File: config.mk
export PLATFORM = sky130hd
export DESIGN_NAME = tbl_decoder
export DESIGN_NICKNAME = d
export VERILOG_FILES = /design/src/tbl_pkg.sv /design/src/tbl_decoder.sv /design/src/tbl_opclass.sv
export SDC_FILE = /design/constraint.sdc
export NUM_CORES = 1
export LEC_CHECK = 0
export ABC_AREA = 1
export ABC_CLOCK_PERIOD_IN_PS = 2350
export CELL_PAD_IN_SITES_DETAIL_PLACEMENT = 1
export CELL_PAD_IN_SITES_GLOBAL_PLACEMENT = 1
export CORE_UTILIZATION = 29
export DETAILED_ROUTE_END_ITERATION = 8
export DONT_BUFFER_PORTS = 1
export PLACE_DENSITY_LB_ADDON = 0.1
export SYNTH_ARGS = -nofsm -noshare
export SYNTH_HDL_FRONTEND = slang
export SYNTH_SLANG_ARGS = --single-unit
File: constraint.sdc
create_clock -name clk -period 2.35 [get_ports clk]
set_clock_uncertainty 0.2 [all_clocks]
set_input_delay 0.47 -clock clk [delete_from_list [all_inputs] [get_ports clk]]
set_output_delay 0.47 -clock clk [all_outputs]
set_load 0.005 [all_outputs]
File: src/tbl_pkg.sv
// Shared types and constants for the transfer and base-load decoder
package tbl_pkg;

	// ----------------------------------------
	// Forms and operand classes
	// ----------------------------------------
	typedef enum logic [3:0] {
		FORM_GEN_IMM,
		FORM_QUICK,
		FORM_SHORT_IMM,
		FORM_SHORT_AREG_IMM,
		FORM_ZERO,
		FORM_SHORT_AREG_LD,
		FORM_SHORT_ACC_ST,
		FORM_SHORT_ACC_LD,
		FORM_SP_LD,
		FORM_SP_ST,
		FORM_GEN_XFER
	} tbl_form_t;

	typedef enum logic [2:0] {
		OPC_DATA_REG,
		OPC_ADDR_REG,
		OPC_INDIRECT,
		OPC_DSP8,
		OPC_DSP16,
		OPC_DSP16_SB,
		OPC_DIRECT_16BIT_OPERAND,
		OPC_NONE
	} tbl_opclass_t;

	typedef struct packed {
		logic      valid;
		tbl_form_t form;
		logic      size;
		logic [3:0] dst_code;
		logic [3:0] src_code;
		logic [3:0] quick_immediate_field;
	} tbl_req_t;

	typedef struct packed {
		logic         valid;
		logic         illegal;
		logic [3:0]   bytes;
		logic [3:0]   cycles;
		tbl_opclass_t dst_class;
		tbl_opclass_t src_class;
		logic [3:0]   dst_code;
		logic [3:0]   src_code;
		logic         size_word;
		logic [15:0]  imm;
	} tbl_resp_t;

	// ----------------------------------------
	// Base-load sequence
	// ----------------------------------------
	localparam logic [15:0] BL_WORD1      = 16'heb20;
	localparam logic [15:0] BL_WORD3      = 16'heb10;
	localparam int          BL_UPPER_LSB  = 8;
	localparam int          BL_UPPER_W    = 4;
	localparam logic [3:0]  BL_BYTES      = 4'h8;
	localparam logic [3:0]  BL_CYCLES     = 4'h4;

	// ----------------------------------------
	// Size bits and short codes
	// ----------------------------------------
	localparam logic        SIZE_WORD     = 1'b1;
	localparam logic        SIZE_AREG_WORD = 1'b0;
	localparam logic [2:0]  SDST_ACC_HIGH = 3'h3;
	localparam logic [2:0]  SDST_ACC_LOW  = 3'h4;
	localparam logic [2:0]  SDST_SB_DSP8  = 3'h5;
	localparam logic [2:0]  SDST_FB_DSP8  = 3'h6;
	localparam logic [2:0]  SDST_DIRECT_16BIT_OPERAND    = 3'h7;
	localparam logic [1:0]  SSRC_ACC      = 2'h0;
	localparam logic [1:0]  SSRC_DIRECT_16BIT_OPERAND    = 2'h3;

	// ----------------------------------------
	// Byte and cycle figures
	// ----------------------------------------
	localparam logic [3:0]  GIMM_BYTES    = 4'h3;
	localparam logic [3:0]  GIMM_CYC_REG  = 4'h2;
	localparam logic [3:0]  GIMM_CYC_MEM  = 4'h3;
	localparam logic [3:0]  QUICK_BYTES   = 4'h2;
	localparam logic [3:0]  QUICK_CYC_REG = 4'h1;
	localparam logic [3:0]  QUICK_CYC_MEM = 4'h2;
	localparam logic [3:0]  SIMM_BYTES    = 4'h2;
	localparam logic [3:0]  SIMM_CYC_REG  = 4'h1;
	localparam logic [3:0]  SIMM_CYC_MEM  = 4'h2;
	localparam logic [3:0]  SAREG_BYTES   = 4'h2;
	localparam logic [3:0]  SAREG_CYC     = 4'h1;
	localparam logic [3:0]  ZERO_BYTES    = 4'h1;
	localparam logic [3:0]  ZERO_CYC_REG  = 4'h1;
	localparam logic [3:0]  ZERO_CYC_MEM  = 4'h2;
	localparam logic [3:0]  SLD_BYTES     = 4'h1;
	localparam logic [3:0]  SLD_CYC_REG   = 4'h2;
	localparam logic [3:0]  SLD_CYC_MEM   = 4'h3;
	localparam logic [3:0]  SST_BYTES     = 4'h1;
	localparam logic [3:0]  SST_CYC       = 4'h2;
	localparam logic [3:0]  SPL_BYTES     = 4'h3;
	localparam logic [3:0]  SPL_CYC_REG   = 4'h2;
	localparam logic [3:0]  SPL_CYC_MEM   = 4'h3;
	localparam logic [3:0]  SPS_BYTES     = 4'h3;
	localparam logic [3:0]  SPS_CYC_REG   = 4'h3;
	localparam logic [3:0]  SPS_CYC_MEM   = 4'h4;
	localparam logic [3:0]  GX_BYTES      = 4'h2;
	localparam logic [3:0]  GX_CYC_REG    = 4'h2;
	localparam logic [3:0]  GX_CYC_MEM    = 4'h3;
	localparam logic [3:0]  EXT_DSP8      = 4'h1;
	localparam logic [3:0]  EXT_DSP16     = 4'h2;

endpackage : tbl_pkg

File: src/tbl_decoder.sv
// Transfer and interrupt-table base-load decoder
// Summary of operation
// - The upper 4 base bits come from the second word; the base load is 8 bytes and 4 cycles.
// - The lower 16 base bits come from the last word and sit below the upper field.
// - Generic immediate uses a size bit and 4-bit destination; 3/2 to a register, up to 5/3 to memory.
// - A word-sized generic immediate adds one byte for every destination.
// - Quick form carries a sign-extended 4-bit immediate; 2/1 to a register, up to 4/2 to memory.
// - Short byte immediate uses a 3-bit destination code costing 2/1, 3/2 or 4/2.
// - Short address register immediate has an inverted size bit, one destination bit, 2/1 plus 1/1 for word.
// - Zero form uses the short destination code costing 1/1, 2/2 or 3/2.
// - Short byte load into an address register uses a 2-bit source costing 1/2, 2/3 or 3/3.
// - Short accumulator byte store uses a 2-bit memory destination costing 2/2 or 3/2.
// - Short byte load into an accumulator byte costs 1/2, 2/3 or 3/3 by source.
// - Stack-relative load to any destination costs 3/2 to a register, up to 5/3 to memory.
// - Stack-relative store from any source costs 3/3 from a register, up to 5/4 from memory.
`timescale 1ns/1ps
module tbl_decoder (
	input  wire logic                 clk,
	input  wire logic                 reset_n,
	input  wire logic                 word_valid,
	input  wire logic [15:0]          word_in,
	input  wire tbl_pkg::tbl_req_t    req,
	output tbl_pkg::tbl_resp_t        resp_r,
	output logic                      base_done_r,
	output logic      [19:0]          interrupt_table_base_r,
	output logic      [3:0]           base_bytes_r,
	output logic      [3:0]           base_cycles_r
);

	typedef enum logic [1:0] {BL_IDLE, BL_W1, BL_W2, BL_W3} tbl_bl_state_t;

	tbl_bl_state_t          bl_state_r;
	tbl_bl_state_t          bl_state_nxt;
	logic [3:0]             base_upper_field_r;
	logic [3:0]             base_upper_field_nxt;
	logic                   bl_finish;
	tbl_pkg::tbl_resp_t     resp_nxt;
	tbl_pkg::tbl_opclass_t  dst_cls;
	tbl_pkg::tbl_opclass_t  src_cls;
	logic [3:0]             dst_ext;
	logic [3:0]             src_ext;
	logic                   dst_reg;
	logic                   src_reg;
	logic [2:0]             sdst;
	logic [1:0]             ssrc;
	logic [3:0]             word_upper;

	assign word_upper = word_in[tbl_pkg::BL_UPPER_LSB +: tbl_pkg::BL_UPPER_W];
	assign sdst       = req.dst_code[2:0];
	assign ssrc       = req.src_code[1:0];

	// ----------------------------------------
	// Base-load sequence tracker
	// ----------------------------------------
	// A stray second or third word restarts the match, and a first word there restarts at once; any fourth word is taken as the lower field
	always_comb begin
		bl_state_nxt         = bl_state_r;
		base_upper_field_nxt = base_upper_field_r;
		bl_finish            = 1'b0;
		if (word_valid) begin
			unique case (bl_state_r)
				BL_IDLE: begin
					if (word_in == tbl_pkg::BL_WORD1)
						bl_state_nxt = BL_W1;
				end
				BL_W1: begin
					if (word_in[15:12] == 4'h0 && word_in[7:0] == 8'h00) begin
						bl_state_nxt         = BL_W2;
						base_upper_field_nxt = word_upper;
					end else if (word_in == tbl_pkg::BL_WORD1)
						bl_state_nxt = BL_W1;
					else
						bl_state_nxt = BL_IDLE;
				end
				BL_W2: begin
					if (word_in == tbl_pkg::BL_WORD3)
						bl_state_nxt = BL_W3;
					else if (word_in == tbl_pkg::BL_WORD1)
						bl_state_nxt = BL_W1;
					else
						bl_state_nxt = BL_IDLE;
				end
				BL_W3: begin
					bl_state_nxt = BL_IDLE;
					bl_finish    = 1'b1;
				end
			endcase
		end
	end

	always_ff @(posedge clk or negedge reset_n) begin
		if (!reset_n) begin
			bl_state_r         <= BL_IDLE;
			base_upper_field_r <= 4'h0;
		end else begin
			bl_state_r         <= bl_state_nxt;
			base_upper_field_r <= base_upper_field_nxt;
		end
	end

	always_ff @(posedge clk or negedge reset_n) begin
		if (!reset_n) begin
			base_done_r            <= 1'b0;
			interrupt_table_base_r <= 20'h00000;
			base_bytes_r           <= 4'h0;
			base_cycles_r          <= 4'h0;
		end else begin
			base_done_r <= bl_finish;
			if (bl_finish) begin
				interrupt_table_base_r <= {base_upper_field_r, word_in};
				base_bytes_r           <= tbl_pkg::BL_BYTES;
				base_cycles_r          <= tbl_pkg::BL_CYCLES;
			end
		end
	end

	// ----------------------------------------
	// Operand classification
	// ----------------------------------------
	tbl_opclass u_dst_cls (
		.code      (req.dst_code),
		.op_class  (dst_cls),
		.ext_bytes (dst_ext),
		.is_reg    (dst_reg)
	);

	tbl_opclass u_src_cls (
		.code      (req.src_code),
		.op_class  (src_cls),
		.ext_bytes (src_ext),
		.is_reg    (src_reg)
	);

	// ----------------------------------------
	// Form decode
	// ----------------------------------------
	always_comb begin
		resp_nxt           = '0;
		resp_nxt.valid     = req.valid;
		resp_nxt.dst_code  = req.dst_code;
		resp_nxt.src_code  = req.src_code;
		resp_nxt.size_word = (req.size == tbl_pkg::SIZE_WORD);
		resp_nxt.dst_class = tbl_pkg::OPC_NONE;
		resp_nxt.src_class = tbl_pkg::OPC_NONE;
		unique case (req.form)
			tbl_pkg::FORM_GEN_IMM: begin
				resp_nxt.dst_class = dst_cls;
				resp_nxt.bytes     = tbl_pkg::GIMM_BYTES + dst_ext + {3'h0, resp_nxt.size_word};
				resp_nxt.cycles    = dst_reg ? tbl_pkg::GIMM_CYC_REG : tbl_pkg::GIMM_CYC_MEM;
			end
			tbl_pkg::FORM_QUICK: begin
				resp_nxt.dst_class = dst_cls;
				resp_nxt.bytes     = tbl_pkg::QUICK_BYTES + dst_ext;
				resp_nxt.cycles    = dst_reg ? tbl_pkg::QUICK_CYC_REG : tbl_pkg::QUICK_CYC_MEM;
				// Sign extension stops at the operand size; upper byte stays clear for bytes
				if (resp_nxt.size_word)
					resp_nxt.imm = {{12{req.quick_immediate_field[3]}}, req.quick_immediate_field};
				else
					resp_nxt.imm = {8'h00, {4{req.quick_immediate_field[3]}}, req.quick_immediate_field};
			end
			tbl_pkg::FORM_SHORT_IMM, tbl_pkg::FORM_ZERO: begin
				resp_nxt.size_word = 1'b0;
				unique case (sdst)
					tbl_pkg::SDST_ACC_HIGH, tbl_pkg::SDST_ACC_LOW: begin
						resp_nxt.dst_class = tbl_pkg::OPC_DATA_REG;
						resp_nxt.bytes     = (req.form == tbl_pkg::FORM_ZERO) ? tbl_pkg::ZERO_BYTES : tbl_pkg::SIMM_BYTES;
						resp_nxt.cycles    = (req.form == tbl_pkg::FORM_ZERO) ? tbl_pkg::ZERO_CYC_REG : tbl_pkg::SIMM_CYC_REG;
					end
					tbl_pkg::SDST_SB_DSP8, tbl_pkg::SDST_FB_DSP8, tbl_pkg::SDST_DIRECT_16BIT_OPERAND: begin
						resp_nxt.dst_class = (sdst == tbl_pkg::SDST_DIRECT_16BIT_OPERAND) ? tbl_pkg::OPC_DIRECT_16BIT_OPERAND : tbl_pkg::OPC_DSP8;
						resp_nxt.bytes     = ((req.form == tbl_pkg::FORM_ZERO) ? tbl_pkg::ZERO_BYTES : tbl_pkg::SIMM_BYTES)
							+ ((sdst == tbl_pkg::SDST_DIRECT_16BIT_OPERAND) ? tbl_pkg::EXT_DSP16 : tbl_pkg::EXT_DSP8);
						resp_nxt.cycles    = (req.form == tbl_pkg::FORM_ZERO) ? tbl_pkg::ZERO_CYC_MEM : tbl_pkg::SIMM_CYC_MEM;
					end
					default: resp_nxt.illegal = 1'b1;
				endcase
			end
			tbl_pkg::FORM_SHORT_AREG_IMM: begin
				resp_nxt.size_word = (req.size == tbl_pkg::SIZE_AREG_WORD);
				resp_nxt.dst_class = tbl_pkg::OPC_ADDR_REG;
				resp_nxt.dst_code  = {3'h2, req.dst_code[0]};
				resp_nxt.bytes     = tbl_pkg::SAREG_BYTES + {3'h0, resp_nxt.size_word};
				resp_nxt.cycles    = tbl_pkg::SAREG_CYC + {3'h0, resp_nxt.size_word};
			end
			tbl_pkg::FORM_SHORT_AREG_LD, tbl_pkg::FORM_SHORT_ACC_LD: begin
				resp_nxt.size_word = 1'b0;
				resp_nxt.dst_class = (req.form == tbl_pkg::FORM_SHORT_AREG_LD) ? tbl_pkg::OPC_ADDR_REG : tbl_pkg::OPC_DATA_REG;
				resp_nxt.dst_code  = {(req.form == tbl_pkg::FORM_SHORT_AREG_LD) ? 3'h2 : 3'h0, req.dst_code[0]};
				unique case (ssrc)
					tbl_pkg::SSRC_ACC: begin
						resp_nxt.src_class = tbl_pkg::OPC_DATA_REG;
						resp_nxt.bytes     = tbl_pkg::SLD_BYTES;
						resp_nxt.cycles    = tbl_pkg::SLD_CYC_REG;
					end
					default: begin
						resp_nxt.src_class = (ssrc == tbl_pkg::SSRC_DIRECT_16BIT_OPERAND) ? tbl_pkg::OPC_DIRECT_16BIT_OPERAND : tbl_pkg::OPC_DSP8;
						resp_nxt.bytes     = tbl_pkg::SLD_BYTES
							+ ((ssrc == tbl_pkg::SSRC_DIRECT_16BIT_OPERAND) ? tbl_pkg::EXT_DSP16 : tbl_pkg::EXT_DSP8);
						resp_nxt.cycles    = tbl_pkg::SLD_CYC_MEM;
					end
				endcase
			end
			tbl_pkg::FORM_SHORT_ACC_ST: begin
				resp_nxt.size_word = 1'b0;
				resp_nxt.src_class = tbl_pkg::OPC_DATA_REG;
				resp_nxt.src_code  = {3'h0, req.src_code[0]};
				resp_nxt.cycles    = tbl_pkg::SST_CYC;
				if (ssrc_dst_zero(req.dst_code[1:0]))
					resp_nxt.illegal = 1'b1;
				resp_nxt.dst_class = (req.dst_code[1:0] == tbl_pkg::SSRC_DIRECT_16BIT_OPERAND) ? tbl_pkg::OPC_DIRECT_16BIT_OPERAND : tbl_pkg::OPC_DSP8;
				resp_nxt.bytes     = tbl_pkg::SST_BYTES
					+ ((req.dst_code[1:0] == tbl_pkg::SSRC_DIRECT_16BIT_OPERAND) ? tbl_pkg::EXT_DSP16 : tbl_pkg::EXT_DSP8);
			end
			tbl_pkg::FORM_SP_LD: begin
				resp_nxt.dst_class = dst_cls;
				resp_nxt.src_class = tbl_pkg::OPC_DSP8;
				resp_nxt.bytes     = tbl_pkg::SPL_BYTES + dst_ext;
				resp_nxt.cycles    = dst_reg ? tbl_pkg::SPL_CYC_REG : tbl_pkg::SPL_CYC_MEM;
			end
			tbl_pkg::FORM_SP_ST: begin
				resp_nxt.src_class = src_cls;
				resp_nxt.dst_class = tbl_pkg::OPC_DSP8;
				resp_nxt.bytes     = tbl_pkg::SPS_BYTES + src_ext;
				resp_nxt.cycles    = src_reg ? tbl_pkg::SPS_CYC_REG : tbl_pkg::SPS_CYC_MEM;
			end
			tbl_pkg::FORM_GEN_XFER: begin
				resp_nxt.src_class = src_cls;
				resp_nxt.dst_class = dst_cls;
				resp_nxt.bytes     = tbl_pkg::GX_BYTES + src_ext + dst_ext;
				resp_nxt.cycles    = src_reg ? tbl_pkg::GX_CYC_REG : tbl_pkg::GX_CYC_MEM;
			end
			default: resp_nxt.illegal = 1'b1;
		endcase
		if (!req.valid)
			resp_nxt = '0;
	end

	function automatic logic ssrc_dst_zero(input logic [1:0] c);
		ssrc_dst_zero = (c == 2'h0);
	endfunction : ssrc_dst_zero

	always_ff @(posedge clk or negedge reset_n) begin
		if (!reset_n)
			resp_r <= '0;
		else
			resp_r <= resp_nxt;
	end
endmodule : tbl_decoder

File: src/tbl_opclass.sv
// Classifier for the 4-bit generic operand code
`timescale 1ns/1ps
module tbl_opclass (
	input  wire logic [3:0]           code,
	output tbl_pkg::tbl_opclass_t     op_class,
	output logic      [3:0]           ext_bytes,
	output logic                      is_reg
);

	// ----------------------------------------
	// Code to class
	// ----------------------------------------
	always_comb begin
		ext_bytes = 4'h0;
		is_reg    = 1'b0;
		unique case (code) inside
			[4'h0:4'h3]: begin
				op_class = tbl_pkg::OPC_DATA_REG;
				is_reg   = 1'b1;
			end
			[4'h4:4'h5]: begin
				op_class = tbl_pkg::OPC_ADDR_REG;
				is_reg   = 1'b1;
			end
			[4'h6:4'h7]: op_class = tbl_pkg::OPC_INDIRECT;
			[4'h8:4'hb]: begin
				op_class  = tbl_pkg::OPC_DSP8;
				ext_bytes = tbl_pkg::EXT_DSP8;
			end
			[4'hc:4'hd]: begin
				op_class  = tbl_pkg::OPC_DSP16;
				ext_bytes = tbl_pkg::EXT_DSP16;
			end
			4'he: begin
				op_class  = tbl_pkg::OPC_DSP16_SB;
				ext_bytes = tbl_pkg::EXT_DSP16;
			end
			4'hf: begin
				op_class  = tbl_pkg::OPC_DIRECT_16BIT_OPERAND;
				ext_bytes = tbl_pkg::EXT_DSP16;
			end
		endcase
	end

endmodule : tbl_opclass

## Word-level counts from Yosys, hierarchy flattened

Index checks and enable logic that the tools add are counted.

| storage, ports and cells | value |
|---|---|
| output and inout bits | 70 |
| input bits | 37 |
| bits in registers | 69 |
| logic and storage cells | 145 |

| cells by class | value |
|---|---|
| order comparisons | 20 |
| bitwise gates (word level) | 1 |
| equal/unequal tests | 27 |
| reductions and logical operators | 31 |
| add/sub/neg operators | 11 |
| muxes and demuxes | 40 |

Operators by type and width:

| operator | number |
|---|---|
| one-hot mux 11 bit (9 select lines) | 1 |
| one-hot mux 3 bit (7 select lines) | 2 |
| two-way mux 41 bit | 1 |
| equality test 16 bit, second input constant | 2 |
| two-way mux 16 bit | 2 |
| equality test 4 bit, second input constant | 7 |
| one-hot mux 10 bit (2 select lines) | 1 |
| two-way mux 2 bit | 9 |
| adder 2 x 4 -> 4 bit, first input constant | 4 |
| equality test 4 x 3 -> 1 bit, second input constant | 4 |
| greater-or-equal comparator 4 x 3 -> 1 bit, second input constant | 4 |
| greater-or-equal comparator 4 bit, second input constant | 4 |
| less-or-equal comparator 4 x 3 -> 1 bit, second input constant | 4 |
| less-or-equal comparator 4 bit, second input constant | 4 |
| two-way mux 3 bit | 5 |
| equality test 3 bit, second input constant | 4 |
| one-hot mux 3 bit (4 select lines) | 1 |
| OR reduction 2 bit | 6 |
| logical AND 1 bit | 11 |
| two-way mux 1 bit | 10 |
| OR reduction 5 bit | 2 |
| OR reduction 3 bit | 3 |
| equality test 2 bit, second input constant | 4 |
| equality test 4 x 2 -> 1 bit, second input constant | 2 |
| other kinds (26) | 33 |

## Logic depth before layout (Yosys ltp)

| logic depth | value |
|---|---|
| depth after elaboration | 8 |
| mapped depth | 14 |
| gate-level depth less buffers | 14 |

## By module

A second synthesis with hierarchy kept.

| second synthesis, totals | value |
|---|---|
| cell total of the unflattened synthesis | 477 |
| area total of the unflattened synthesis | 3,443.3 µm² |

Modules (own cells, without submodules):

| module | times used | area an instance (µm²) | cells each |
|---|---|---|---|
| tbl_decoder | 1 | 3,273.1 | 439 |
| tbl_opclass | 2 | 85.1 | 19 |

## Least setup slack after synthesis

OpenSTA, ideal clock, no wires.

| path | value |
|---|---|
| kind | in2reg |
| from | in req[5] (netlist bit) |
| to | reg resp_r[37] (netlist bit) |
| stages on the path | 13 |
| buffers on the path | 0 |
| data arrival time | 1,969 ps |
| path slack | 49 ps |
| path through | inv_1 -> ha_1 -> nor2_1 -> a21oi_1 -> inv_1 -> ha_1 -> inv_1 -> ha_1 -> ha_1 -> nand2_1 -> nand3_1 -> nor2_1 -> nor2_1 |

RTL lines:

| item | RTL line | RTL |
|---|---|---|
| start: declaration | tbl_decoder.sv:22 | `input wire tbl_pkg::tbl_req_t req,` |
| end signal: assignment | tbl_decoder.sv:246 | `resp_r <= resp_nxt;` |
| end: declaration | tbl_decoder.sv:23 | `output tbl_pkg::tbl_resp_t resp_r,` |

==> metrics.yaml <==
sta:
  hold_viol_final: 0
  fmax_mhz: 474
  tightest_slew_ns: 0.861
  maxSlewHeadroom: 0.425
  rsz0062_at_grt: "false"
  period_needed_ns: 2.11
  slew_violations: 0
  tns_ns: 0
  setup_viol: 0
  fin_crit_sh: 0.898
  finalWorstSetupSlack_ns: 0.241
clock_network:
  postCtsSetupBuffers: 0
  cts_made_buffers: 9
  clock_sinks: 57
  postCtsResizedCells: 0
  clockRootBuffer: "clkbuf_8"
  clkSlewWorstSetupHoldPaths_ns: 0.07
  tritoncts: "built"
  clk_latency_ns: 0.33
  h-tree-depth: 3
  cts_buffer_depth: 2
placed_design:
  io_buffers: 0
  dp.cells: 574
  hpwlAfterDp_mm: 7.26
  dp_slack_ns: -0.106
  gp_congestion: 0.847
drt:
  drt_iter0_drc: 104
  drc_errors: 0
  wl_mm: 9.29
  drt-vias-per-instance: 4.58
  wl_per_cell_um: 15.7
  vias: 2708
  antenna_left: 0
  dr.pass1.iters: 4
critical_path:
  cp.required_ns: 2.38
  cpPeakStageDelay_ns: 0.28
  slowest_stage: "ha_1"
  critPathKind: "in -> reg"
  cp-start-kind: "input pin"
  worstPathMaxFanout: 4
  rr_startpoint: "bl_state_r[0]"
  critPathCaptureType: "flip-flop"
  crit_top_cell: "ha_1"
  arrival_ns: 2.14
  crit_chain: "inv_1, ha_1, nor2_1, a21oi_1, inv_1, ha_1, inv_1, ha_1, ha_1, nand2_1, nand3_1, nor2_1, nor2_1"
  critPathLaunch: "req[4]"
pwr:
  comb_power_share: 0.119
  netSwitchingPower_mw: 0.581
  clkPwrFrac: 0.382
  peakVddDrop_uv: 185
  p_per_area_nw_per_um2: 592
  switching_share: 0.275
  intPower_mw: 1.53
  p_leak_nw: 1.96
  p_total_mw: 2.11
  seqPwrFrac: 0.499
final_layout:
  n_antenna_cell: 0
  finalNonFillerCells: 591
  fillers: 1369
  final_nets: 501
  layout-drive-gt1-share: 0.0843
  ff_latch_area_um2: 1430
  multi_input_area_um2: 1470
  area_delta_synth_final_pct: 9.66
floorplan:
  initial_utilization: 0.299
  die_h_um: 108
  rows: 38
  die_area_um2: 11600
  fp.dieW_um: 108
  core_um2: 10900
  ioPinCount: 107
yosys:
  synth_cell_types: 27
  yosys-top-cells-area: "dfrtp_1 44%, nand2_1 17%, nor2_1 6.7%, ha_1 6.2%, inv_1 6.0%"
  synth_edf_count: 0
  synthFlopType: "dfrtp_1"
  postSynthAreaPerCell_um2: 7.32
  yosysWarnings: 0
  synthTopCellsByCount: "143 x nand2_1, 58 x nor2_1, 57 x dfrtp_1, 52 x inv_1, 23 x nand3_1"
  synth_top_cell_area_share: 0.439
  ys_seq_elements: 57
  yosysMostFrequentCell: "nand2_1"
  synthArstFlopShare: 1.00
  yosysSeqAreaShare: 0.439
  netlist_area_um2: 3250
  synth_top_cell_by_area: "dfrtp_1"
  syn-instance-count: 444
status:
  status: "finished clean"
min_path:
  worstHoldPathType: "in -> reg"
  hp-start: "req[8]"
global_routing:
  antenna_found_initial: 0
  track_usage: 0.171
  grt_pass1_wl_mm: 15.0
  grt_pass1_vias: 2841
  grt_max_degree: 58
  grt_overflow: 0
job:
  max_cap_viol_count: 0
-- critical path: cells and delay by family --
kind,cells,cell delay [ns]
adder cells (fa/ha/maj),4,0.92
AND/OR/NAND/NOR,5,0.34
buffers and inverters,3,0.22
AO/OA/AOI/OAI,1,0.20
-- timing repair --
action                                  in CTS  in global routing
hold buffers                                 3                  0
endpoints found under the setup margin       0                  0
endpoints found under the hold margin       58                  0
-- flip-flops by register name (all words and copies together) (netlist names) --
signal                  cells
resp_r                     29
base_done_r                 1
base_upper_field_r          4
interrupt_table_base_r     20
bl_state_r                  2
base_cycles_r               1
-- final timing paths --
check | endpoint | slack [ns] | depth (start not counted)
max | resp_r[37] | 0.24 | 13
min | resp_r[21] | 0.03 | 2
max reg2reg | interrupt_table_base_r[7] | 0.59 | 4
min reg2reg | interrupt_table_base_r[19] | 0.27 | 2
max in group asynchronous | resp_r[38] | 1.22 | 2
min in group asynchronous | resp_r[21] | 0.49 | 2
-- cell usage in the layout, fill, tap and decap left out, types with 7 or more instances in the layout --
master,count
ha_1,16
inv_1,52
o21ai_0,18
buf_4,9
conb_1,7
dfrtp_1,57
nand4_1,9
nand3_1,23
nor2_1,58
nand2_1,143
a21oi_1,11
clkbuf_8,11
-- per-stage QoR --
stage / hold slack, ns / instance area, µm² / util
6_report: 0.0344 / 3560 / 0.327
3_5_place_dp: -0.0234 / 3350 / 0.308
2_1_floorplan: -0.0256 / 3270 / -
4_1_cts: 0.00558 / 3560 / 0.327
3_3_place_gp: -0.0242 / 3350 / 0.308
5_1_grt: 0.0184 / 3560 / 0.327
-- logic make-up after synthesis --
| family | count (synthesis) | share of synthesized area |
|---|---|---|
| compound gates | 36 | 0.0581 |
| fa+ha+maj | 16 | 0.0616 |
| buf+inv | 82 | 0.117 |
| other cells | 1 | 0.00115 |
| flops | 57 | 0.439 |
| simple gates | 252 | 0.323 |
-- layout make-up --
cell class | instances | share of cell area
Multi-Input combinational cell | 311 | 0.411
Sequential cell | 57 | 0.400
Inverter | 57 | 0.0600
Tap cell | 140 | 0.0491
Clock buffer | 11 | 0.0425
Timing Repair Buffer | 12 | 0.0323
Clock inverter | 3 | 0.00491
-- power by group through the flow --
stage	registers (mW)	clock network (mW)	logic, mW
finish	1.05	0.807	0.251
global route	1.06	0.887	0.294
CTS	1.05	0.850	0.258
detailed placement	1.07	0	0.227
global placement	1.07	0	0.226
floorplan	1.06	0	0.174
-- metal layers --
layer  up-vias  global-route usage  part of all wire
met5         -                   0                 0
met4         0              0.0695             0.017
met3         9              0.0406             0.044
met2        57               0.280              0.48
met1      1279               0.215              0.46
li1       1363                   -                 -
No activity file was read; power rests on OpenSTA's default activity.
